[config.mk]
export PLATFORM = sky130hd
export DESIGN_NAME = cfb_top
export DESIGN_NICKNAME = d
export VERILOG_FILES = /design/src/include/cfb_pkg.sv /design/src/rtl/cfb_top.sv
export VERILOG_INCLUDE_DIRS = /design/src /design/src/include
export SDC_FILE = /design/constraint.sdc
export NUM_CORES = 1
export LEC_CHECK = 0
export ABC_CLOCK_PERIOD_IN_PS = 1600
export BUFFER_PORTS_ARGS = -buffer_cell sky130_fd_sc_hd__buf_2
export CAP_MARGIN = 30
export CORE_MARGIN = 8
export CORE_UTILIZATION = 44
export CTS_CLUSTER_SIZE = 8
export DETAILED_ROUTE_END_ITERATION = 10
export PLACE_DENSITY = 0.79
export SYNTH_ARGS = -nofsm -noshare
export SYNTH_HDL_FRONTEND = slang
export SYNTH_SLANG_ARGS = --single-unit
[constraint.sdc]
create_clock -name mclk -period 1.6 [get_ports mclk]
set_input_delay 0.16 -clock mclk [delete_from_list [all_inputs] [get_ports mclk]]
set_output_delay 0.16 -clock mclk [all_outputs]
set_load 0.01 [all_outputs]
[src/include/cfb_map.svh]
// offsets, field positions, reset values and limits of the configuration fuse bank
`ifndef CFB_MAP_SVH
`define CFB_MAP_SVH
// How it works
// three postscale bits pick watchdog ratio 1:1 at 000 up to 1:128 at 111
// hardware enable set forces watchdog on; clear leaves it to software enable bit
// unimplemented configuration bit positions always read back as zero
// low-voltage programming entry allowed only while its enable bit is one
// stack full or underflow resets the device only when its enable bit is one
// block 3 protect bit zero protects 006000h to 007FFFh; one leaves it open
// every implemented configuration bit reads one while the device is unprogrammed
// settings are latched once at reset release and held during operation

// ----------------------------------------
// word indices (byte address = 4 * index)
// ----------------------------------------
`define CFB_IDX_CFG2H 22'h30_0003
`define CFB_IDX_CFG4L 22'h30_0006
`define CFB_IDX_CFG5L 22'h30_0008
`define CFB_IDX_CTRL 22'h30_0010
`define CFB_IDX_STAT 22'h30_0011

// ----------------------------------------
// field positions
// ----------------------------------------
`define CFB_C2H_HW_EN 0
`define CFB_C2H_PS_LSB 1
`define CFB_C4L_STK_RST 0
`define CFB_C4L_LV_PROG 2
`define CFB_C5L_BLK3_PROT 3
`define CFB_CTRL_SW_EN 0
`define CFB_STAT_RUN 0
`define CFB_STAT_LVOK 1
`define CFB_STAT_PROG 2

// ----------------------------------------
// reset values and ranges
// ----------------------------------------
`define CFB_FUSE_ERASED 7'h7F
`define CFB_SW_EN_RST 1'b0
`define CFB_SEL_CFG2H 2'h0
`define CFB_SEL_CFG4L 2'h1
`define CFB_SEL_CFG5L 2'h2
`define CFB_BLK3_LO 21'h00_6000
`define CFB_BLK3_HI 21'h00_7FFF
`endif

[src/include/cfb_pkg.sv]
// types shared by the configuration fuse bank
package cfb_pkg;
  typedef struct packed {
    logic [2:0] watchdog_postscale_sel;
    logic watchdog_hw_enable;
    logic low_voltage_prog_enable;
    logic stack_fault_reset_enable;
    logic block3_read_protect;
  } cfb_cfg_type;

  typedef struct packed {
    logic hv_entry;
    logic lv_entry;
    logic erase;
    logic strobe;
    logic [1:0] sel;
    logic [7:0] data;
  } cfb_prog_type;

  typedef enum logic [1:0] {
    CFB_LD_WAIT = 2'b00,
    CFB_LD_LOAD = 2'b01,
    CFB_LD_RUN = 2'b10
  } cfb_ld_state_type;
endpackage

[src/rtl/cfb_top.sv]
// configuration fuse bank: fuse cells, reset-time shadow, watchdog, stack reset, block 3 guard
`timescale 1ns/1ps
`include "cfb_map.svh"
module cfb_top
  import cfb_pkg::*;
(
  input wire logic mclk,
  input wire logic rstn,
  input wire logic por_n,
  input wire cfb_prog_type prog_pins,
  input wire logic wb_cyc_i,
  input wire logic wb_stb_i,
  input wire logic wb_we_i,
  input wire logic [23:2] wb_adr_i,
  input wire logic [3:0] wb_sel_i,
  input wire logic [31:0] wb_dat_i,
  output logic [31:0] wb_dat_o,
  output logic wb_ack_o,
  input wire logic wdt_tick,
  input wire logic wdt_clear,
  input wire logic stack_full,
  input wire logic stack_underflow,
  input wire logic pm_rd_req,
  input wire logic [20:0] pm_rd_addr,
  output cfb_cfg_type cfg_out,
  output logic wdt_timeout,
  output logic stack_reset_req,
  output logic pm_rd_blocked,
  output logic lv_entry_ok
);

  // ----------------------------------------
  // functions
  // ----------------------------------------
  function automatic logic [7:0] ps_limit(input logic [2:0] sel);
    ps_limit = 8'((9'h001 << sel) - 9'h001);
  endfunction

  function automatic logic [7:0] cfg_byte(input logic [21:0] idx, input cfb_cfg_type c);
    cfg_byte = 8'h00;
    case (idx)
      `CFB_IDX_CFG2H: begin
        cfg_byte[`CFB_C2H_PS_LSB +: 3] = c.watchdog_postscale_sel;
        cfg_byte[`CFB_C2H_HW_EN] = c.watchdog_hw_enable;
      end
      `CFB_IDX_CFG4L: begin
        cfg_byte[`CFB_C4L_LV_PROG] = c.low_voltage_prog_enable;
        cfg_byte[`CFB_C4L_STK_RST] = c.stack_fault_reset_enable;
      end
      `CFB_IDX_CFG5L: begin
        cfg_byte[`CFB_C5L_BLK3_PROT] = c.block3_read_protect;
      end
      default: begin
        cfg_byte = 8'h00;
      end
    endcase
  endfunction

  // ----------------------------------------
  // reset release
  // ----------------------------------------
  logic rst_s1_q;
  logic rst_n_q;
  logic por_s1_q;
  logic por_n_q;

  always_ff @(posedge mclk or negedge rstn) begin
    if (!rstn) begin
      rst_s1_q <= 1'b0;
      rst_n_q <= 1'b0;
    end else begin
      rst_s1_q <= 1'b1;
      rst_n_q <= rst_s1_q;
    end
  end

  // fuse cells follow power-on only, so a plain reset keeps what was programmed
  always_ff @(posedge mclk or negedge por_n) begin
    if (!por_n) begin
      por_s1_q <= 1'b0;
      por_n_q <= 1'b0;
    end else begin
      por_s1_q <= 1'b1;
      por_n_q <= por_s1_q;
    end
  end

  // ----------------------------------------
  // programmer pin synchronisers
  // ----------------------------------------
  localparam int PW = $bits(cfb_prog_type);
  logic [PW-1:0] pin_s1_q;
  logic [PW-1:0] pin_s2_q;
  cfb_prog_type pin;
  logic strobe_prev_q;

  for (genvar i = 0; i < PW; i++) begin : g_sync
    always_ff @(posedge mclk or negedge rst_n_q) begin
      if (!rst_n_q) begin
        pin_s1_q[i] <= 1'b0;
        pin_s2_q[i] <= 1'b0;
      end else begin
        pin_s1_q[i] <= prog_pins[i];
        pin_s2_q[i] <= pin_s1_q[i];
      end
    end
  end

  assign pin = cfb_prog_type'(pin_s2_q);

  always_ff @(posedge mclk or negedge rst_n_q) begin
    if (!rst_n_q) begin
      strobe_prev_q <= 1'b0;
    end else begin
      strobe_prev_q <= pin.strobe;
    end
  end

  // ----------------------------------------
  // fuse cells
  // ----------------------------------------
  cfb_cfg_type fuse_q;
  cfb_cfg_type cfg_q;
  logic prog_active;
  logic prog_go;

  // low-voltage entry needs the latched enable; high-voltage entry is always open
  assign prog_active = pin.hv_entry | (pin.lv_entry & cfg_q.low_voltage_prog_enable);
  assign prog_go = prog_active & pin.strobe & ~strobe_prev_q;

  // programming only clears cells; only erase or power-on reset brings them back to one
  always_ff @(posedge mclk or negedge por_n_q) begin
    if (!por_n_q) begin
      fuse_q <= cfb_cfg_type'(`CFB_FUSE_ERASED);
    end else if (prog_go) begin
      if (pin.erase) begin
        fuse_q <= cfb_cfg_type'(`CFB_FUSE_ERASED);
      end else begin
        case (pin.sel)
          `CFB_SEL_CFG2H: begin
            fuse_q.watchdog_postscale_sel <= fuse_q.watchdog_postscale_sel & pin.data[`CFB_C2H_PS_LSB +: 3];
            fuse_q.watchdog_hw_enable <= fuse_q.watchdog_hw_enable & pin.data[`CFB_C2H_HW_EN];
          end
          `CFB_SEL_CFG4L: begin
            fuse_q.low_voltage_prog_enable <= fuse_q.low_voltage_prog_enable & pin.data[`CFB_C4L_LV_PROG];
            fuse_q.stack_fault_reset_enable <= fuse_q.stack_fault_reset_enable & pin.data[`CFB_C4L_STK_RST];
          end
          `CFB_SEL_CFG5L: begin
            fuse_q.block3_read_protect <= fuse_q.block3_read_protect & pin.data[`CFB_C5L_BLK3_PROT];
          end
          default: begin
            fuse_q <= fuse_q;
          end
        endcase
      end
    end
  end

  // ----------------------------------------
  // shadow loaded at reset release
  // ----------------------------------------
  cfb_ld_state_type ld_q;

  always_ff @(posedge mclk or negedge rst_n_q) begin
    if (!rst_n_q) begin
      ld_q <= CFB_LD_WAIT;
    end else begin
      case (ld_q)
        CFB_LD_WAIT: ld_q <= CFB_LD_LOAD;
        CFB_LD_LOAD: ld_q <= CFB_LD_RUN;
        CFB_LD_RUN: ld_q <= CFB_LD_RUN;
        default: ld_q <= CFB_LD_WAIT;
      endcase
    end
  end

  // programming after the load only shows at the next reset
  always_ff @(posedge mclk or negedge rst_n_q) begin
    if (!rst_n_q) begin
      cfg_q <= cfb_cfg_type'(`CFB_FUSE_ERASED);
    end else if (ld_q == CFB_LD_LOAD) begin
      cfg_q <= fuse_q;
    end
  end

  assign cfg_out = cfg_q;

  // ----------------------------------------
  // watchdog postscaler
  // ----------------------------------------
  logic sw_en_q;
  logic wdt_run;
  logic [7:0] ps_cnt_q;
  logic [7:0] ps_lim;

  assign wdt_run = cfg_q.watchdog_hw_enable | sw_en_q;
  assign ps_lim = ps_limit(cfg_q.watchdog_postscale_sel);

  always_ff @(posedge mclk or negedge rst_n_q) begin
    if (!rst_n_q) begin
      ps_cnt_q <= 8'h00;
      wdt_timeout <= 1'b0;
    end else begin
      wdt_timeout <= 1'b0;
      if (!wdt_run || wdt_clear) begin
        ps_cnt_q <= 8'h00;
      end else if (wdt_tick) begin
        if (ps_cnt_q >= ps_lim) begin
          ps_cnt_q <= 8'h00;
          wdt_timeout <= 1'b1;
        end else begin
          ps_cnt_q <= ps_cnt_q + 8'h01;
        end
      end
    end
  end

  // ----------------------------------------
  // stack fault reset and block 3 guard
  // ----------------------------------------
  logic in_blk3;

  assign in_blk3 = (pm_rd_addr >= `CFB_BLK3_LO) && (pm_rd_addr <= `CFB_BLK3_HI);

  always_ff @(posedge mclk or negedge rst_n_q) begin
    if (!rst_n_q) begin
      stack_reset_req <= 1'b0;
    end else begin
      stack_reset_req <= cfg_q.stack_fault_reset_enable & (stack_full | stack_underflow);
    end
  end

  always_ff @(posedge mclk or negedge rst_n_q) begin
    if (!rst_n_q) begin
      pm_rd_blocked <= 1'b0;
    end else begin
      pm_rd_blocked <= pm_rd_req & in_blk3 & ~cfg_q.block3_read_protect;
    end
  end

  always_ff @(posedge mclk or negedge rst_n_q) begin
    if (!rst_n_q) begin
      lv_entry_ok <= 1'b0;
    end else begin
      lv_entry_ok <= pin.lv_entry & cfg_q.low_voltage_prog_enable;
    end
  end

  // ----------------------------------------
  // wishbone slave
  // ----------------------------------------
  logic req;
  logic [7:0] stat;

  assign req = wb_cyc_i & wb_stb_i & ~wb_ack_o;
  assign stat = {5'h00, prog_active, lv_entry_ok, wdt_run};

  always_ff @(posedge mclk or negedge rst_n_q) begin
    if (!rst_n_q) begin
      wb_ack_o <= 1'b0;
    end else begin
      wb_ack_o <= req;
    end
  end

  // unmapped words and unimplemented bits read zero
  always_ff @(posedge mclk or negedge rst_n_q) begin
    if (!rst_n_q) begin
      wb_dat_o <= 32'h0000_0000;
    end else if (req && !wb_we_i) begin
      case (wb_adr_i)
        `CFB_IDX_CTRL: wb_dat_o <= {31'h0000_0000, sw_en_q};
        `CFB_IDX_STAT: wb_dat_o <= {24'h00_0000, stat};
        default: wb_dat_o <= {24'h00_0000, cfg_byte(wb_adr_i, cfg_q)};
      endcase
    end
  end

  // fuse words are read-only to software; writes there are acked and dropped
  always_ff @(posedge mclk or negedge rst_n_q) begin
    if (!rst_n_q) begin
      sw_en_q <= `CFB_SW_EN_RST;
    end else if (req && wb_we_i && wb_sel_i[0] && wb_adr_i == `CFB_IDX_CTRL) begin
      sw_en_q <= wb_dat_i[`CFB_CTRL_SW_EN];
    end
  end
endmodule // cfb_top

==> results.json, run 1 <==
{
  "synth_cell_types": 46,
  "max_slew_margin_pct": 59.3,
  "gp_congestion": 0.797,
  "layout_min_cycle_time_ps": 1970,
  "synth-edff-count": 0,
  "synthFlopType": "dfrtp_1",
  "slowest_stage": "dfstp_2",
  "fin_tns_setup_ps": -2990,
  "clock_latency_ps": 340,
  "final_antenna_net_count": 0,
  "maxSlewViolCount": 0,
  "whs_ps": 46.6,
  "drt-total-wl_mm": 6.32,
  "skew_ps": 6.19,
  "final_common_cell": "buf_2",
  "synthTopCellsByArea": "dfrtp_1 (42%), dfstp_2 (14%), buf_4 (7.9%)",
  "core_um2": 5890,
  "crit_type": "flop to flop",
  "finalCritPeriodShare_pct": 123,
  "async_reset_ff_share_pct": 100,
  "cts.clk_slew.worst_paths_ps": 60,
  "globalRouteOverflowTotal": 0,
  "num-nets-final": 472,
  "ys_seq_area_share_pct": 55.9,
  "crit_chain": "a21oi_2 > ha_1 > a211oi_2 > o21ai_2 > a21oi_4 > nand2_4 > o22ai_2",
  "arrival_ps": 2230,
  "synthCells": 237,
  "clock-sinks": 59,
  "syn_avg_cell_area_um2": 11.3,
  "powerDensity_nw_per_um2": 931,
  "dr.pass1.iters": 4,
  "drtIter0Drc": 98,
  "cts_buffers": 9,
  "vias": 2097,
  "leakage_nw": 1.81,
  "violations": "negative setup slack",
  "root_buffer": "clkbuf_8",
  "tightestPinTransition_ps": 602,
  "routedWlPerCell_um": 14.5,
  "top_layer_used": "met4",
  "mostFrequentLayoutCells": "buf_2 (68), dfrtp_1 (44), conb_1 (31)",
  "io_pins": 148,
  "drive_gt1_share_pct": 43.9,
  "wl_met2_mm": 3.44,
  "antenna_cells": 0,
  "core.rowCount": 28,
  "timing.fmax_mhz": 507,
  "start_kind": "flop",
  "wl_met3_um": 404,
  "synth_top_area_share_pct": 42.1,
  "ir_drop_mv": 0.858,
  "tritoncts": "done",
  "grt_usage_pct": 14.2,
  "hold_viol": 0,
  "max_stage_delay_ps": 590,
  "hpwl_mm": 4.72,
  "drc": 0,
  "via_per_inst": 4.80,
  "hold_class": "input pin to flop",
  "worstSetupEndpointType": "flop",
  "cap_violations": 0,
  "fin_util_pct": 63.0,
  "netlist_area_um2": 2670,
  "cts_buffer_depth": 2,
  "ys_ff_latch": 59,
  "fin_total_pwr_mw": 3.45,
  "grt_pass1_vias": 2128,
  "synth_warnings": 0,
  "dieArea_um2": 8820,
  "rsz0062_at_grt": "yes",
  "die_w_um": 93.9,
  "antenna_found_initial": 0,
  "die_h_um": 93.9,
  "setup_viol": 9,
  "cp_max_fo": 7,
  "cts_max_level": 3,
  "area_delta_synth_final_pct": 38.7,
  "yosys.area.top_type": "dfrtp_1",
  "start_util_pct": 45.4,
  "grt_max_degree": 49,
  "layout_setup_ws_ps": -373,
  "wl_met1_mm": 2.45,
  "port_buffers": 68,
  "cp.required_ps": 1860,
  "status": "finished, violations left",
  "grt_pass1_wl_mm": 9.83
}
worst paths after layout:
check,start,endpoint,slack (ps),cells past startpoint
worst max-delay path,cfg_out[4],ps_cnt_q[3],-370,7
worst min-delay path,wb_dat_i[0],sw_en_q,50,2
worst max register to register,cfg_out[4],ps_cnt_q[3],-370,7
worst min register to register,rst_n_q,ld_q[1],240,1
max in group asynchronous,rst_n_q,cfg_out[1],1090,1
min in group asynchronous,rstn,rst_s1_q,130,2
sequential cells by signal (all words and copies together), names as in the netlist, 2 cells and up:
name	cells
ps_cnt_q	8
ld_q	2
cfg_out	7
pin_s1_q	10
fuse_q	7
wb_dat_o	4
pin	10
critical path: cells and delay by family (launching register included):
kind,cells,cell delay (ps)
compound gates,5,870
flops,1,590
fa+ha+maj,1,300
simple gates,1,130
synthesized netlist by cell type, drive strengths merged (4+ instances only):
library cell and instances:
nor2b 6, nand3 5, nand2 28, dfstp 14, ha 11, o21ai 13
o22ai 4, a21oi 7, dfrtp 45, nor2 6, inv 10, buf 29
mux2 8, nor4 4
final cells by class:
type	count	area, um^2
sequential	59	1500
timing repair buffer	111	713
multi-input combinational	166	1150
tap	75	93.8
fill	464	2180
clock buffer	12	145
clock inverter	4	73.8
inverter	10	37.5
timing repair:
action                                 CTS  global route
endpoints found under the hold margin   14             0
setup endpoints to repair               11            12
pin swaps                               11             8
hold buffers                            12             0
buffers inserted                         8             2
resized for setup                        5            12
per-stage QoR:
step,instances,worst slack [ps],cell area (um^2)
3_5_place_dp,399,-359,3230
5_1_grt,437,-464,3710
2_1_floorplan,266,-214,2840
4_1_cts,435,-356,3650
3_3_place_gp,399,-297,3230
6_report,437,-373,3710
cells by family (layout without fill, tap and decap cells):
group,Yosys count,after routing,share of synthesized area (%)
fa+ha+maj,11,11,5.15
flops,59,59,55.9
other cells,2,31,0.281
mux,8,8,3.37
compound gates,45,45,11.0
buf+inv,41,137,9.69
simple gates,71,71,14.6
layer usage:
layer | track usage [%] | vias up
li1 | - | 1017
met1 | 15.3 | 1017
met2 | 25.1 | 61
met3 | 6.16 | 2
met4 | 3.43 | 0
met5 | 0 | -
power breakdown:
| group | total, mW | switching, mW | internal, mW |
|---|---|---|---|
| Combinational | 0.329 | 0.170 | 0.159 |
| Sequential | 1.64 | 0.0448 | 1.60 |
| Clock | 1.48 | 0.559 | 0.920 |
No activity file was read; power rests on OpenSTA's default activity.
==> inputs of run 2 (changes only) <==
PLACE_DENSITY = 0.9   (was 0.79)
==> run 2 against run 1 <==
Clock-buffer cell count stayed put. The flow still finishes with violations (negative setup slack). Combinational power hardly changed. Critical path depth is 1 higher. Non-clock buffer count is 4 lower. Largest cell class unchanged. Critical path type unchanged. Power hardly changed. Sequential power hardly changed. Clock power hardly changed. First-iteration DRC count is 20% lower. Die area stayed put. Sequential share of layout area is 0.29 points higher. Highest routed layer unchanged.
==> results.json, run 2 (same netlist as run 1, synthesis figures left out) <==
{
  "p_seq_share_pct": 47.9,
  "layout_min_cycle_time_ps": 2010,
  "vias": 2137,
  "maxSlewViolCount": 0,
  "grt_usage_pct": 14.3,
  "antenna_cells": 0,
  "max_stage_delay_ps": 590,
  "via_per_inst": 4.94,
  "globalRouteOverflowTotal": 0,
  "post_dp_cell_area_um2": 3200,
  "arrival_ps": 2260,
  "clkPwrFrac_pct": 42.6,
  "root_buffer": "clkbuf_8",
  "grt_pass1_wl_mm": 9.96,
  "io_pins": 148,
  "cts_buffers": 9,
  "fin_total_pwr_mw": 3.45,
  "switching_power_mw": 0.776,
  "drc": 0,
  "dp_slack_ps": -335,
  "final_antenna_net_count": 0,
  "powerDensity_nw_per_um2": 939,
  "switching_share_pct": 22.5,
  "area_delta_synth_final_pct": 37.7,
  "crit_path_frequent_cell": "a21oi_2",
  "finalCritPeriodShare_pct": 125,
  "clock-sinks": 59,
  "setup_viol": 9,
  "core_um2": 5890,
  "leakage_nw": 1.79,
  "cts_buffer_depth": 2,
  "start_util_pct": 45.4,
  "layout_setup_ws_ps": -406,
  "p_int_mw": 2.68,
  "dieArea_um2": 8820,
  "routedWlPerCell_um": 14.8,
  "dr.pass1.iters": 6,
  "drtIter0Drc": 78,
  "drt-total-wl_mm": 6.40,
  "violations": "negative setup slack",
  "drive_gt1_share_pct": 44.1,
  "cap_violations": 0,
  "final_area_um2": 3680,
  "cts.clk_slew.worst_paths_ps": 60,
  "dp.cells": 397,
  "antenna_found_initial": 0,
  "timing.fmax_mhz": 499,
  "final_common_cell": "buf_2",
  "cp_max_fo": 7,
  "grt_max_degree": 23,
  "core.rowCount": 28,
  "num-nets-final": 468,
  "hpwl_mm": 4.68,
  "skew_ps": 10.7,
  "hold_class": "input pin to flop",
  "die_h_um": 93.9,
  "clock_latency_ps": 330,
  "crit_chain": "a21oi_2 > ha_1 > a211oi_2 > o21ai_2 > a21oi_4 > buf_6 > a21oi_2 > o22ai_1",
  "worstSetupEndpointType": "flop",
  "finalNonFillerCells": 433,
  "crit_type": "flop to flop",
  "port_buffers": 68,
  "hold_viol": 0,
  "die_w_um": 93.9,
  "rsz0062_at_grt": "yes",
  "mostFrequentLayoutCells": "buf_2 (68), dfrtp_1 (44), conb_1 (31)",
  "slowest_stage": "dfstp_2",
  "tritoncts": "done",
  "cts_max_level": 3,
  "status": "finished, violations left",
  "start_kind": "flop",
  "ir_drop_mv": 0.802,
  "combPwrFrac_pct": 9.5,
  "cp.required_ps": 1850,
  "gp_congestion": 0.794,
  "grt_pass1_vias": 2245
}
-- run 2: path summary, 6_finish.rpt --
check	startpoint	endpoint	slack, ps	cells after the start
max	cfg_out[5]	ps_cnt_q[5]	-410	8
min	stack_full	stack_reset_req	50	2
min in group asynchronous	rstn	rst_n_q	130	2
max reg2reg	cfg_out[5]	ps_cnt_q[5]	-410	8
max in group asynchronous	rst_n_q	cfg_out[5]	750	1
min reg2reg	rst_n_q	strobe_prev_q	210	0
-- run 2: per-stage QoR --
stage               hold WS [ps]  utilization [%]  setup TNS, ps
global route                45.9             62.5          -3650
finish                      50.4             62.5          -2950
global placement           -53.3             54.4          -2210
CTS                         32.4             60.8          -2440
detailed placement         -54.1             54.4          -2620
floorplan                   -136                -          -1650
-- run 2: power groups by stage --
stage          Sequential (mW)  Clock (mW)  Combinational (mW)
5_1_grt                   1.66        1.59               0.365
6_report                  1.65        1.47               0.329
3_3_place_gp              1.67           0               0.260
4_1_cts                   1.65        1.52               0.306
2_1_floorplan             1.68           0               0.181
3_5_place_dp              1.68           0               0.271
-- run 2: per-layer routing --
layer	routed length (um)	vias up	global-route usage (%)
met2	3490	68	24.6
met5	0	-	0
li1	-	1013	-
met4	126	0	5.15
met3	422	12	6.08
met1	2360	1044	15.2
-- run 2: critical path, delay by kind of cell (launching register included) --
family,cells,cell delay (ps)
AO/OA/AOI/OAI,6,890
flip-flops,1,590
adder cells (fa/ha/maj),1,300
buffers and inverters,1,150
-- run 2: repair_timing --
| item | 4_1_cts | 5_1_grt |
|---|---|---|
| hold endpoints to repair | 14 | 0 |
| hold buffers | 12 | 0 |
| endpoints found under the setup margin | 9 | 14 |
| setup buffers | 4 | 4 |
| pin swaps | 6 | 6 |
| resized for setup | 4 | 16 |
-- run 2: area by class of cell --
class	count	area, um^2
clock inverters	4	73.8
well taps	75	93.8
fillers	472	2210
flip-flops and latches	59	1500
multi-input cells	166	1170
inverters	10	37.5
repair buffers	107	667
clock buffers	12	145
